File: src/hw/dsa_pkg.sv
// shared constants for the short-address dma channel (idle and repeat modes)
// assumes a 32-bit apb slave port and a 24-bit internal bus with a 16-bit data path
package dsa_pkg;

  // apb register byte offsets
  localparam logic [7:0] DSA_OFF_CTRL   = 8'h00; // channel control
  localparam logic [7:0] DSA_OFF_MEM    = 8'h04; // memory_side_address
  localparam logic [7:0] DSA_OFF_PER    = 8'h08; // peripheral_low_address
  localparam logic [7:0] DSA_OFF_COUNT  = 8'h0c; // transfer_count (live/initial bytes)
  localparam logic [7:0] DSA_OFF_STATUS = 8'h10; // done flag, busy

  // control register fields
  localparam int DSA_BIT_EN     = 0; // channel_enable_bit
  localparam int DSA_BIT_REPEAT = 1; // 0 idle mode, 1 repeat mode
  localparam int DSA_BIT_SIZE   = 2; // unit_size_select: 0 byte, 1 word
  localparam int DSA_BIT_DIR    = 3; // step_direction_select: 0 up, 1 down
  localparam int DSA_SRC_LO     = 4; // activation source select, low bit
  localparam int DSA_SRC_HI     = 6; // activation source select, high bit

  // status register fields
  localparam int DSA_BIT_DONE = 0; // idle-mode end flag, write one to clear
  localparam int DSA_BIT_BUSY = 1; // a transfer is in flight

  // widths
  localparam int DSA_AW   = 24; // memory address width
  localparam int DSA_DW   = 16; // internal data width
  localparam int DSA_CW   = 16; // idle-mode counter width
  localparam int DSA_NSRC = 7;  // number of activation sources

  // activation source codes
  localparam logic [2:0] DSA_SRC_RX  = 3'h5; // serial_port receive-full
  localparam logic [2:0] DSA_SRC_EXT = 3'h6; // external request pin

  // constant values
  localparam logic [15:0] DSA_PER_HIGH  = 16'hffff;    // forced upper peripheral bits
  localparam logic [23:0] DSA_STEP_BYTE = 24'h000001;  // byte step
  localparam logic [23:0] DSA_STEP_WORD = 24'h000002;  // word step
  localparam logic [15:0] DSA_CNT_ONE   = 16'h0001;    // counter decrement
  localparam logic [7:0]  DSA_RPT_ONE   = 8'h01;       // repeat counter decrement
  localparam logic [7:0]  DSA_RPT_ZERO  = 8'h00;       // repeat reload point
  localparam logic [15:0] DSA_CNT_ZERO  = 16'h0000;    // idle end point

  // reset values
  localparam logic [31:0] DSA_RST_CTRL  = 32'h00000000;
  localparam logic [23:0] DSA_RST_MEM   = 24'h000000;
  localparam logic [7:0]  DSA_RST_PER   = 8'h00;
  localparam logic [15:0] DSA_RST_COUNT = 16'h0000;

  // channel transfer engine
  typedef enum logic [1:0] {
    DSA_ST_IDLE,
    DSA_ST_READ,
    DSA_ST_WRITE
  } dsa_state_t;

endpackage

File: src/hw/dsa_channel.sv
// one short-address dma channel with idle and repeat modes, apb register slave
// assumes on-chip request pulses on mclk, an internal bus that acks each access,
// and an asynchronous active-low external request pin
// the apb side answers with zero wait states; the bus side waits for busAck
// a software write and a transfer end in one cycle: the hardware update wins
//
// Operation
// - idle mode selectable per channel
// - idle: one unit per request, counted
// - receive-full source reads peripheral, else memory
// - memory address holds full 24 bits
// - peripheral address upper 16 bits forced ones
// - idle mode keeps both addresses fixed
// - idle counter 16 bits, decrement per transfer
// - idle zero: clear enable, stop, interrupt
// - idle count zero means 65536 transfers
// - timer, serial and external request sources
// - repeat mode selectable per channel
// - repeat: step memory, peripheral fixed
// - repeat never steps peripheral address
// - repeat live byte reloads from initial
// - reload rewinds memory by count times unit
// - repeat runs until software clears enable
// - re-enable resumes from held state
// - repeat mode never raises interrupt
// - repeat count 8 bits, max 255
`timescale 1ns/1ps

module dsa_channel
  import dsa_pkg::*;
(
  input  wire logic                      mclk,        // system clock
  input  wire logic                      reset,       // synchronous, active high
  // apb slave
  input  wire logic                      psel,
  input  wire logic                      penable,
  input  wire logic                      pwrite,
  input  wire logic [7:0]                paddr,
  input  wire logic [31:0]               pwdata,
  output logic      [31:0]               prdata,
  output logic                           pready,
  output logic                           pslverr,
  // activation sources
  input  wire logic [3:0]                timerMatchA,     // timer_unit channels 0..3
  input  wire logic                      serialTxEmpty,   // serial_port transmit-empty
  input  wire logic                      serialRxFull,    // serial_port receive-full
  input  wire logic                      extReqN,         // external request pin, async
  // internal bus master
  output logic                           busReq,
  output logic                           busWrite,
  output logic                           busWord,
  output logic      [dsa_pkg::DSA_AW-1:0] busAddr,
  output logic      [dsa_pkg::DSA_DW-1:0] busWdata,
  input  wire logic [dsa_pkg::DSA_DW-1:0] busRdata,
  input  wire logic                      busAck,
  // idle-mode end interrupt request
  output logic                           endIrq
);
  import dsa_pkg::*;

  // register state
  logic [31:0]       ctrlFf,  nxt_ctrl;        // control bits
  logic [DSA_AW-1:0] memAddrFf, nxt_memAddr;   // memory_side_address
  logic [7:0]        perLowFf, nxt_perLow;     // peripheral_low_address
  logic [DSA_CW-1:0] countFf, nxt_count;       // transfer_count
  logic              doneFf,  nxt_done;        // idle end flag
  logic              pendFf,  nxt_pend;        // latched request
  // engine state
  dsa_state_t        stFf,    nxt_st;          // transfer phase
  logic [DSA_DW-1:0] dataFf,  nxt_data;        // unit being moved
  logic              rxDirFf, nxt_rxDir;       // direction latched at start
  logic [DSA_AW-1:0] addrFf,  nxt_addr;        // bus address register
  // external pin synchroniser
  logic              extSync1Ff, extSync2Ff, extPrevFf;

  // decoded control fields
  logic              chanEn;                   // channel_enable_bit
  logic              modeRepeat;               // repeat vs idle
  logic              unitWord;                 // unit_size_select
  logic              stepDown;                 // step_direction_select
  logic [2:0]        srcSel;                   // activation source
  logic [DSA_NSRC-1:0] srcEvent;               // all source events
  logic              reqEvent;                 // selected source fired
  logic              extFall;                  // pin falling edge
  logic              swWr;                     // apb write access phase
  logic              xferDone;                 // write phase acked
  logic [DSA_AW-1:0] perAddr;                  // full peripheral address
  logic [DSA_AW-1:0] stepAmt;                  // one unit
  logic [DSA_AW-1:0] rewindAmt;                // initial count times unit
  logic [DSA_AW-1:0] steppedAddr;              // address after one step
  logic [7:0]        liveNext;                 // repeat counter after decrement

  // field decode
  assign chanEn     = ctrlFf[DSA_BIT_EN];
  assign modeRepeat = ctrlFf[DSA_BIT_REPEAT];
  assign unitWord   = ctrlFf[DSA_BIT_SIZE];
  assign stepDown   = ctrlFf[DSA_BIT_DIR];
  assign srcSel     = ctrlFf[DSA_SRC_HI:DSA_SRC_LO];
  assign swWr       = psel & penable & pwrite;
  assign xferDone   = (stFf == DSA_ST_WRITE) & busAck;
  assign extFall    = extPrevFf & ~extSync2Ff;
  assign perAddr    = {DSA_PER_HIGH, perLowFf};

  // source vector, one bit per activation source
  // code 7 selects no source; the range test keeps an out-of-range index
  // from reaching the request latch
  // the external edge arrives two edges after the pin falls
  assign srcEvent = {extFall, serialRxFull, serialTxEmpty, timerMatchA};
  assign reqEvent = srcEvent[srcSel] & (srcSel <= DSA_SRC_EXT);

  // step and rewind amounts
  // the rewind uses the initial count byte, so software must keep it fixed
  // while a repeat cycle runs; a changed byte shifts the rewound address
  // the step direction also picks the sign of the rewind
  assign stepAmt     = unitWord ? DSA_STEP_WORD : DSA_STEP_BYTE;
  assign rewindAmt   = unitWord ? {15'h0000, countFf[7:0], 1'b0}
                                : {16'h0000, countFf[7:0]};
  assign steppedAddr = stepDown ? (memAddrFf - stepAmt) : (memAddrFf + stepAmt);
  assign liveNext    = countFf[15:8] - DSA_RPT_ONE;

  // read data follows paddr at once; it only means something while
  // psel and penable are both high, when the master takes it
  // unmapped offsets read zero and flag an error, writes there do nothing
  // apb: zero wait states, error on unmapped offsets
  always_comb begin
    pready  = 1'b1;
    pslverr = 1'b0;
    prdata  = 32'h00000000;
    case (paddr)
      DSA_OFF_CTRL:   prdata = ctrlFf;
      DSA_OFF_MEM:    prdata = {8'h00, memAddrFf};
      DSA_OFF_PER:    prdata = {24'h000000, perLowFf};
      DSA_OFF_COUNT:  prdata = {16'h0000, countFf};
      DSA_OFF_STATUS: prdata = {30'h00000000, (stFf != DSA_ST_IDLE), doneFf};
      default:        pslverr = psel & penable; // unmapped
    endcase
  end

  // order inside this process matters: the request latch first, then the
  // software write, then the transfer-end update, so that the hardware
  // update has the last word when both fall in one cycle
  // the done flag is set after the clear, so a set wins over a clear
  // register next values: software writes, then hardware updates on top
  always_comb begin
    nxt_ctrl    = ctrlFf;
    nxt_memAddr = memAddrFf;
    nxt_perLow  = perLowFf;
    nxt_count   = countFf;
    nxt_done    = doneFf;
    nxt_pend    = pendFf;
    // request latch, only while enabled
    if (!chanEn) begin
      nxt_pend = 1'b0;
    end else if (reqEvent) begin
      nxt_pend = 1'b1;
    end else if (stFf == DSA_ST_IDLE && pendFf) begin
      nxt_pend = 1'b0; // accepted
    end
    // software writes
    if (swWr) begin
      case (paddr)
        DSA_OFF_CTRL:   nxt_ctrl = pwdata & 32'h0000007f;
        DSA_OFF_MEM:    nxt_memAddr = pwdata[DSA_AW-1:0];
        DSA_OFF_PER:    nxt_perLow = pwdata[7:0];
        DSA_OFF_COUNT:  nxt_count = pwdata[DSA_CW-1:0];
        DSA_OFF_STATUS: begin
          if (pwdata[DSA_BIT_DONE]) begin
            nxt_done = 1'b0; // write one to clear
          end
        end
        default: ;
      endcase
    end
    // end of a transfer; its updates win over a same-cycle write
    if (xferDone) begin
      if (modeRepeat) begin
        // repeat: step memory, peripheral fixed
        nxt_memAddr = steppedAddr;
        if (liveNext == DSA_RPT_ZERO) begin
          nxt_count[15:8] = countFf[7:0];
          nxt_memAddr = stepDown ? (steppedAddr + rewindAmt)
                                 : (steppedAddr - rewindAmt);
        end else begin
          nxt_count[15:8] = liveNext;
        end
      end else begin
        // idle: addresses untouched, wrap from zero gives 65536
        nxt_memAddr = memAddrFf;
        nxt_count   = countFf - DSA_CNT_ONE;
        if (countFf == DSA_CNT_ONE) begin
          nxt_ctrl[DSA_BIT_EN] = 1'b0;
          nxt_done = 1'b1;
        end
      end
    end
  end

  // register file storage
  // the synchroniser sits here too; only the second stage feeds logic,
  // and the edge register starts at the idle level of the pin
  // so no false request follows reset
  always_ff @(posedge mclk) begin
    if (reset) begin
      ctrlFf     <= DSA_RST_CTRL;
      memAddrFf  <= DSA_RST_MEM;
      perLowFf   <= DSA_RST_PER;
      countFf    <= DSA_RST_COUNT;
      doneFf     <= 1'b0;
      pendFf     <= 1'b0;
      extSync1Ff <= 1'b1;
      extSync2Ff <= 1'b1;
      extPrevFf  <= 1'b1;
    end else begin
      ctrlFf     <= nxt_ctrl;
      memAddrFf  <= nxt_memAddr;
      perLowFf   <= nxt_perLow;
      countFf    <= nxt_count;
      doneFf     <= nxt_done;
      pendFf     <= nxt_pend;
      extSync1Ff <= extReqN;    // first stage, read only by second
      extSync2Ff <= extSync1Ff;
      extPrevFf  <= extSync2Ff;
    end
  end

  // the engine takes one pending request at a time and runs a read phase
  // and then a write phase, each held until its busAck
  // the direction is latched at the start, so a source change during a
  // transfer cannot swap the two addresses halfway
  // transfer engine next state
  always_comb begin
    nxt_st    = stFf;
    nxt_data  = dataFf;
    nxt_rxDir = rxDirFf;
    nxt_addr  = addrFf;
    case (stFf)
      DSA_ST_IDLE: begin
        // start only when enabled and a request is pending
        if (chanEn && pendFf) begin
          nxt_st    = DSA_ST_READ;
          nxt_rxDir = (srcSel == DSA_SRC_RX);
          nxt_addr  = (srcSel == DSA_SRC_RX) ? perAddr : memAddrFf;
        end
      end
      DSA_ST_READ: begin
        // capture the unit, then address the destination
        if (busAck) begin
          nxt_st   = DSA_ST_WRITE;
          nxt_data = unitWord ? busRdata : {8'h00, busRdata[7:0]};
          nxt_addr = rxDirFf ? memAddrFf : perAddr;
        end
      end
      DSA_ST_WRITE: begin
        // one unit per request
        if (busAck) begin
          nxt_st = DSA_ST_IDLE;
        end
      end
      default: nxt_st = DSA_ST_IDLE;
    endcase
  end

  // transfer engine storage
  always_ff @(posedge mclk) begin
    if (reset) begin
      stFf    <= DSA_ST_IDLE;
      dataFf  <= '0;
      rxDirFf <= 1'b0;
      addrFf  <= '0;
    end else begin
      stFf    <= nxt_st;
      dataFf  <= nxt_data;
      rxDirFf <= nxt_rxDir;
      addrFf  <= nxt_addr;
    end
  end

  // busReq drops for at least one cycle between two transfers
  // the unit size follows the control register; software must not change
  // it while a transfer is in flight
  // bus outputs, address and data from flip-flops
  assign busReq   = (stFf != DSA_ST_IDLE);
  assign busWrite = (stFf == DSA_ST_WRITE);
  assign busWord  = unitWord;
  assign busAddr  = addrFf;
  assign busWdata = dataFf;
  // idle end only; repeat mode never sets the flag
  assign endIrq   = doneFf;
endmodule // dsa_channel

File: config.mk
export PLATFORM = sky130hd
export DESIGN_NAME = dsa_channel
export DESIGN_NICKNAME = d
export VERILOG_FILES = /design/src/hw/dsa_pkg.sv /design/src/hw/dsa_channel.sv
export SDC_FILE = /design/constraint.sdc
export NUM_CORES = 1
export LEC_CHECK = 0
export CAP_MARGIN = 15
export CORE_UTILIZATION = 50
export CTS_CLUSTER_SIZE = 10
export DETAILED_ROUTE_END_ITERATION = 12
export DONT_BUFFER_PORTS = 1
export HOLD_SLACK_MARGIN = 0.02
export PLACE_DENSITY = 0.74
export RECOVER_POWER = 50
export SYNTH_ARGS = -nofsm -noshare
export SYNTH_HDL_FRONTEND = slang
export SYNTH_SLANG_ARGS = --single-unit
File: constraint.sdc
create_clock -name mclk -period 10.9 [get_ports mclk]
set_clock_uncertainty 0.05 [all_clocks]
set_input_delay 1.635 -clock mclk [delete_from_list [all_inputs] [get_ports mclk]]
set_output_delay 1.635 -clock mclk [all_outputs]
set_load 0.01 [all_outputs]
# --- Word level (Yosys, flattened, before mapping) ---
# Index checks and enable logic that the tools add are counted.
op_classes:
  bitwise: 7
  n_mux: 42
  addsub: 6
  n_eq_ne: 12
  reduce_logical: 21
  n_lt_le_gt_ge: 2
op_table:
  columns: ["op", "n"]
  rows:
  - ["24-bit 2-to-1 mux", 11]
  - ["24-bit case mux with 5 select lines", 1]
  - ["16-bit 2-to-1 mux", 4]
  - ["24-bit case mux with 2 select lines", 1]
  - ["24-bit by 2-bit adder with 24-bit output", 1]
  - ["24-bit by 9-bit adder with 24-bit output", 1]
  - ["8-bit 2-to-1 mux", 3]
  - ["24-bit by 2-bit subtractor with 24-bit output", 1]
  - ["24-bit by 9-bit subtractor with 24-bit output", 1]
  - ["16-bit by 1-bit == test with 1-bit output, second input constant", 1]
  - ["8-bit by 4-bit == test with 1-bit output, second input constant", 2]
  - ["8-bit zero test", 2]
  - ["16-bit by 1-bit subtractor with 16-bit output, second input constant", 1]
  - ["1-bit 2-to-1 mux", 15]
  - ["2-bit nonzero test", 6]
  - ["2-bit AND reduction", 5]
  - ["9-bit 2-to-1 mux", 1]
  - ["3-bit AND reduction", 3]
  - ["8-bit by 3-bit == test with 1-bit output, second input constant", 1]
  - ["8-bit by 5-bit == test with 1-bit output, second input constant", 1]
  - ["2-bit 2-to-1 mux", 4]
  - ["8-bit by 1-bit subtractor with 8-bit output, second input constant", 1]
  - ["2-bit case mux with 3 select lines", 1]
  - ["1-bit bitwise AND", 5]
  - ["13 further kinds", 17]
word_totals:
  output_inout_bits: 78
  inputBits: 69
  register_bits: 103
  wordCells: 105

# --- Logic depth before layout (Yosys ltp) ---
logic_depth:
  depth_word: 8
  depth_mapped: 21
  mapped_depth_nobuf: 20

# --- Worst setup path after synthesis ---
# OpenSTA, ideal clock, no wires.
synth_timing:
  path_type: "register to register"
  start: "register ctrlFf[3]"
  end: "register memAddrFf[23]"
  synth_period_minus_slack_ns: 5.303
  setup_time_ns: 0.059
  arrival_time_ns: 5.194
  required_time_ns: 10.791
  stages_incl_launch_ff: 21
  path_slack_ns: 5.597
  n_path_buf: 2
  path_cell_list: "dfxtp_1 > clkbuf_1 > clkbuf_1 > nand2_1 > fa_1 > nand3b_1 > a21o_1 > a31o_2 > o31a_1 > o211a_1 > or3_1 > nand2_1 > ha_1 > a21o_1 > a21o_1 > a211oi_1 > nor4bb_1 > o21ai_0 > a211oi_1 > mux2i_1 > nand2_1"
synth_between:
  elab_chain_len: 6
  word_cells_on_any_way: 7
  classes_between: "2 x add/sub; 5 x mux"
synth_lines:
  columns: ["element", "line", "source"]
  rows:
  - ["start: declaration", "dsa_channel.sv:62", "logic [31:0] ctrlFf, nxt_ctrl;"]
  - ["start signal: assignment", "dsa_channel.sv:214", "ctrlFf <= nxt_ctrl;"]
  - ["24-bit 2-to-1 mux", "dsa_channel.sv:118", "assign steppedAddr = stepDown ? (memAddrFf - stepAmt) : (memAddrFf + stepAmt);"]
  - ["24-bit by 9-bit subtractor with 24-bit output or 24-bit by 9-bit adder with 24-bit output (tied branches)", "dsa_channel.sv:182, dsa_channel.sv:181", null]
  - ["24-bit 2-to-1 mux", "dsa_channel.sv:181", "nxt_memAddr = stepDown ? (steppedAddr + rewindAmt)"]
  - ["24-bit 2-to-1 mux *", "dsa_channel.sv:179", "if (liveNext == DSA_RPT_ZERO) begin"]
  - ["24-bit 2-to-1 mux *", "dsa_channel.sv:176", "if (modeRepeat) begin"]
  - ["24-bit 2-to-1 mux *", "dsa_channel.sv:175", "if (xferDone) begin"]
  - ["end signal: assignment", "dsa_channel.sv:215", "memAddrFf <= nxt_memAddr;"]
  - ["end: declaration", "dsa_channel.sv:63", "logic [DSA_AW-1:0] memAddrFf, nxt_memAddr;"]
# Every way passes the cells marked *; elsewhere a longest branch is shown, timed or not. The select of a mux whose other input is x is not followed.
# A chain may end at the register's enable or synchronous reset.

# --- Final worst setup path ---
layout_timing:
  start: "register ctrlFf[2]"
  end: "register memAddrFf[23]"
layout_between:
  elab_chain_len: 8
  word_cells_on_any_way: 11
  classes_between: "4 x add/sub; 7 x mux"
layout_lines:
  columns: ["element", "line", "source"]
  rows:
  - ["2-bit 2-to-1 mux", "dsa_channel.sv:115", "assign stepAmt = unitWord ? DSA_STEP_WORD : DSA_STEP_BYTE;"]
  - ["24-bit by 2-bit adder with 24-bit output or 24-bit by 2-bit subtractor with 24-bit output (tied branches)", "dsa_channel.sv:118", null]
  - ["24-bit 2-to-1 mux", "dsa_channel.sv:118", null]
  - ["24-bit by 9-bit subtractor with 24-bit output or 24-bit by 9-bit adder with 24-bit output (tied branches)", "dsa_channel.sv:182, dsa_channel.sv:181", null]
  - ["24-bit 2-to-1 mux", "dsa_channel.sv:181", null]
  - ["24-bit 2-to-1 mux *", "dsa_channel.sv:179", null]
  - ["24-bit 2-to-1 mux *", "dsa_channel.sv:176", null]
  - ["24-bit 2-to-1 mux *", "dsa_channel.sv:175", null]
# Marks and branches as above.

==> results.json <==
{
  "dieArea_um2": 17000,
  "fin_nets": 1154,
  "fin_crit_ps": 6460,
  "gp_congestion": 0.929,
  "clock_power_share": 0.455,
  "async_reset_ff_frac": 0,
  "worstSetupPathType": "flop to flop",
  "cts.reportedPaths.clkPinSlew_ps": 80,
  "sw_frac_of_total": 0.237,
  "grt_pass1_vias": 6862,
  "grt_pass1_wl_mm": 37.5,
  "first_iter_violations": 763,
  "cts_max_path_buffers": 2,
  "rsz0062_at_grt": "no",
  "cts_tree": "built",
  "initial_utilization": 0.515,
  "drt_pass1_iterations": 5,
  "critical_path_required_ps": 11160,
  "vias": 8005,
  "ctsHoldBuffers": 0,
  "net-switching-power_uw": 168,
  "yosysWarnings": 0,
  "clock_sinks": 103,
  "vias_per_cell": 6.40,
  "synth_edf_count": 0,
  "syn_area_um2": 8240,
  "p_seq_frac": 0.531,
  "yosys_most_used_dff": "dfxtp_1",
  "clk_latency_ps": 360,
  "io_buffer_count": 0,
  "fin_crit_sh": 0.593,
  "timing.fmax_mhz": 155,
  "htree_levels": 3,
  "postRouteAntennaNets": 0,
  "post_cts_buffers": 0,
  "ys_ff_latch": 103,
  "fin_setup_tns_ps": 0,
  "pin_count": 147,
  "p_int_uw": 542,
  "ys_types": 86,
  "arrival_ps": 6720,
  "overflow": 0,
  "die_w_um": 130,
  "syn2layout_area_growth_pct": 3.54,
  "yosys.area.top_type": "dfxtp_1",
  "wl_mm": 24.4,
  "fp.dieH_um": 130,
  "start_kind": "flop",
  "maxCapViolCount": 0,
  "path_max_fanout": 29,
  "slew_headroom": 0.0807,
  "p_comb_frac": 0.015,
  "finalSetupViolCount": 0,
  "synthTopCellsByCount": "nor2_1 (120), nand2_1 (114), dfxtp_1 (103)",
  "grt_max_degree": 104,
  "final_util": 0.533,
  "peakVddDrop_uv": 69.2,
  "synth_top_area_frac": 0.250,
  "outcome": "complete, no violations",
  "worst_pin_slew_ps": 1380,
  "drive_gt1_frac": 0.0541,
  "dpl.hpwl_mm": 18.0,
  "coreArea_um2": 16000,
  "cts_buffers": 9,
  "hold_viol_final": 0,
  "p_leak_nw": 3.32,
  "crit_path_end_kind": "flop",
  "grt.total_usage": 0.283,
  "remaining_drc_errors": 0,
  "n_antenna_cell": 0,
  "cts-root-buf": "clkbuf_16",
  "synth_seq_area_share": 0.250,
  "avgRoutedWirePerCell_um": 19.5,
  "slew_viol_final": 0,
  "netlist_top_cells_area": "dfxtp_1 (25%), ha_1 (8.0%), nor2_1 (5.5%)",
  "synthCells": 1083,
  "p_per_area_nw_per_um2": 83.2,
  "avgSynthCellArea_um2": 7.61,
  "cts_resized": 0,
  "placementRows": 46,
  "yosysMostFrequentCell": "nor2_1",
  "hold_path_class": "flop to flop",
  "fill_cells": 1546,
  "antenna_found_initial": 0
}
## cells by family after synthesis
family	count (synthesis)	share of synthesized area
mux	43	0.0615
xor+xnor	38	0.0404
buf+inv	106	0.0571
other cells	2	0.000911
fa+ha+maj	55	0.0853
compound gates	301	0.244
flops	103	0.250
simple gates	435	0.260
## through the flow
stage	instance area, um2	std cells	setup WS (ps)	total power, mW	hold slack [ps]
2_1_floorplan	8270	1090	5600	0.402	339
3_3_place_gp	8230	1234	5460	0.396	351
3_5_place_dp	8230	1234	5260	0.396	353
4_1_cts	8520	1250	5220	0.711	377
5_1_grt	8530	1251	3940	0.728	398
6_report	8530	1251	4440	0.710	371
## metal layers
layer / track usage / wire [um] / vias to the layer above
met5: 0 / 0 / -
met4: 0.0872 / 552 / 0
li1: - / - / 3835
met3: 0.0489 / 2190 / 45
met2: 0.442 / 10800 / 354
met1: 0.396 / 10900 / 3771
## cells in the final DEF (no fill, tap or decap), types with 27 or more instances in the layout
master	n
nor2_1	120
nand2_1	114
dfxtp_1	102
a21oi_1	88
nor3_1	57
ha_1	53
o21ai_0	47
nand3_1	36
mux2i_1	35
a211oi_1	33
inv_1	27
xnor2_1	27
## state kept, by name, indices dropped and copies added, names as in the netlist
name	flops
pendFf	1
ctrlFf	7
stFf	2
extSync1Ff	1
countFf	16
rxDirFf	1
endIrq	1
extSync2Ff	1
perLowFf	8
busAddr	24
busWdata	16
memAddrFf	24
extPrevFf	1
## critical path: stages (launching register included)
cell      delay [ps]
dfxtp_1          310
clkbuf_1        1000
clkinv_1         560
ha_1             380
fa_1             420
nand3b_1         210
a21o_1           190
a31o_2           250
o31a_1           320
o211a_1          250
or3_1            370
nand2_1          110
ha_1             290
a21o_1           190
a21o_1           190
a211oi_1         290
nor4bb_1         420
o21ai_0          160
a211oi_1         270
mux2i_1          110
nand2_1           70
## area by class of cell
| class | count | area, um2 | area share |
|---|---|---|---|
| Clock buffer | 9 | 225 | 0.0264 |
| Clock inverter | 7 | 67.6 | 0.00792 |
| Inverter | 28 | 105 | 0.0123 |
| Multi-Input combinational cell | 881 | 5750 | 0.674 |
| Sequential cell | 103 | 2060 | 0.242 |
| Tap cell | 216 | 270 | 0.0317 |
| Timing Repair Buffer | 7 | 53.8 | 0.00631 |
## power groups by stage
stage / registers (mW) / clock network (mW) / logic [mW]
final: 0.377 / 0.323 / 0.0103
after global routing: 0.377 / 0.340 / 0.0112
after CTS: 0.377 / 0.325 / 0.0102
after detailed placement: 0.386 / 0 / 0.0101
after global placement: 0.386 / 0 / 0.0101
after floorplan: 0.385 / 0 / 0.0171
## final timing paths
kind	startpoint	endpoint	slack, ps	cells past startpoint
hold reg to reg	extSync1Ff	extSync2Ff	370	1
setup / recovery	ctrlFf[2]	memAddrFf[23]	4440	20
setup reg to reg	ctrlFf[2]	memAddrFf[23]	4440	20
hold / removal	extSync1Ff	extSync2Ff	370	1
Note: power is estimated with default switching activity, not from simulation.
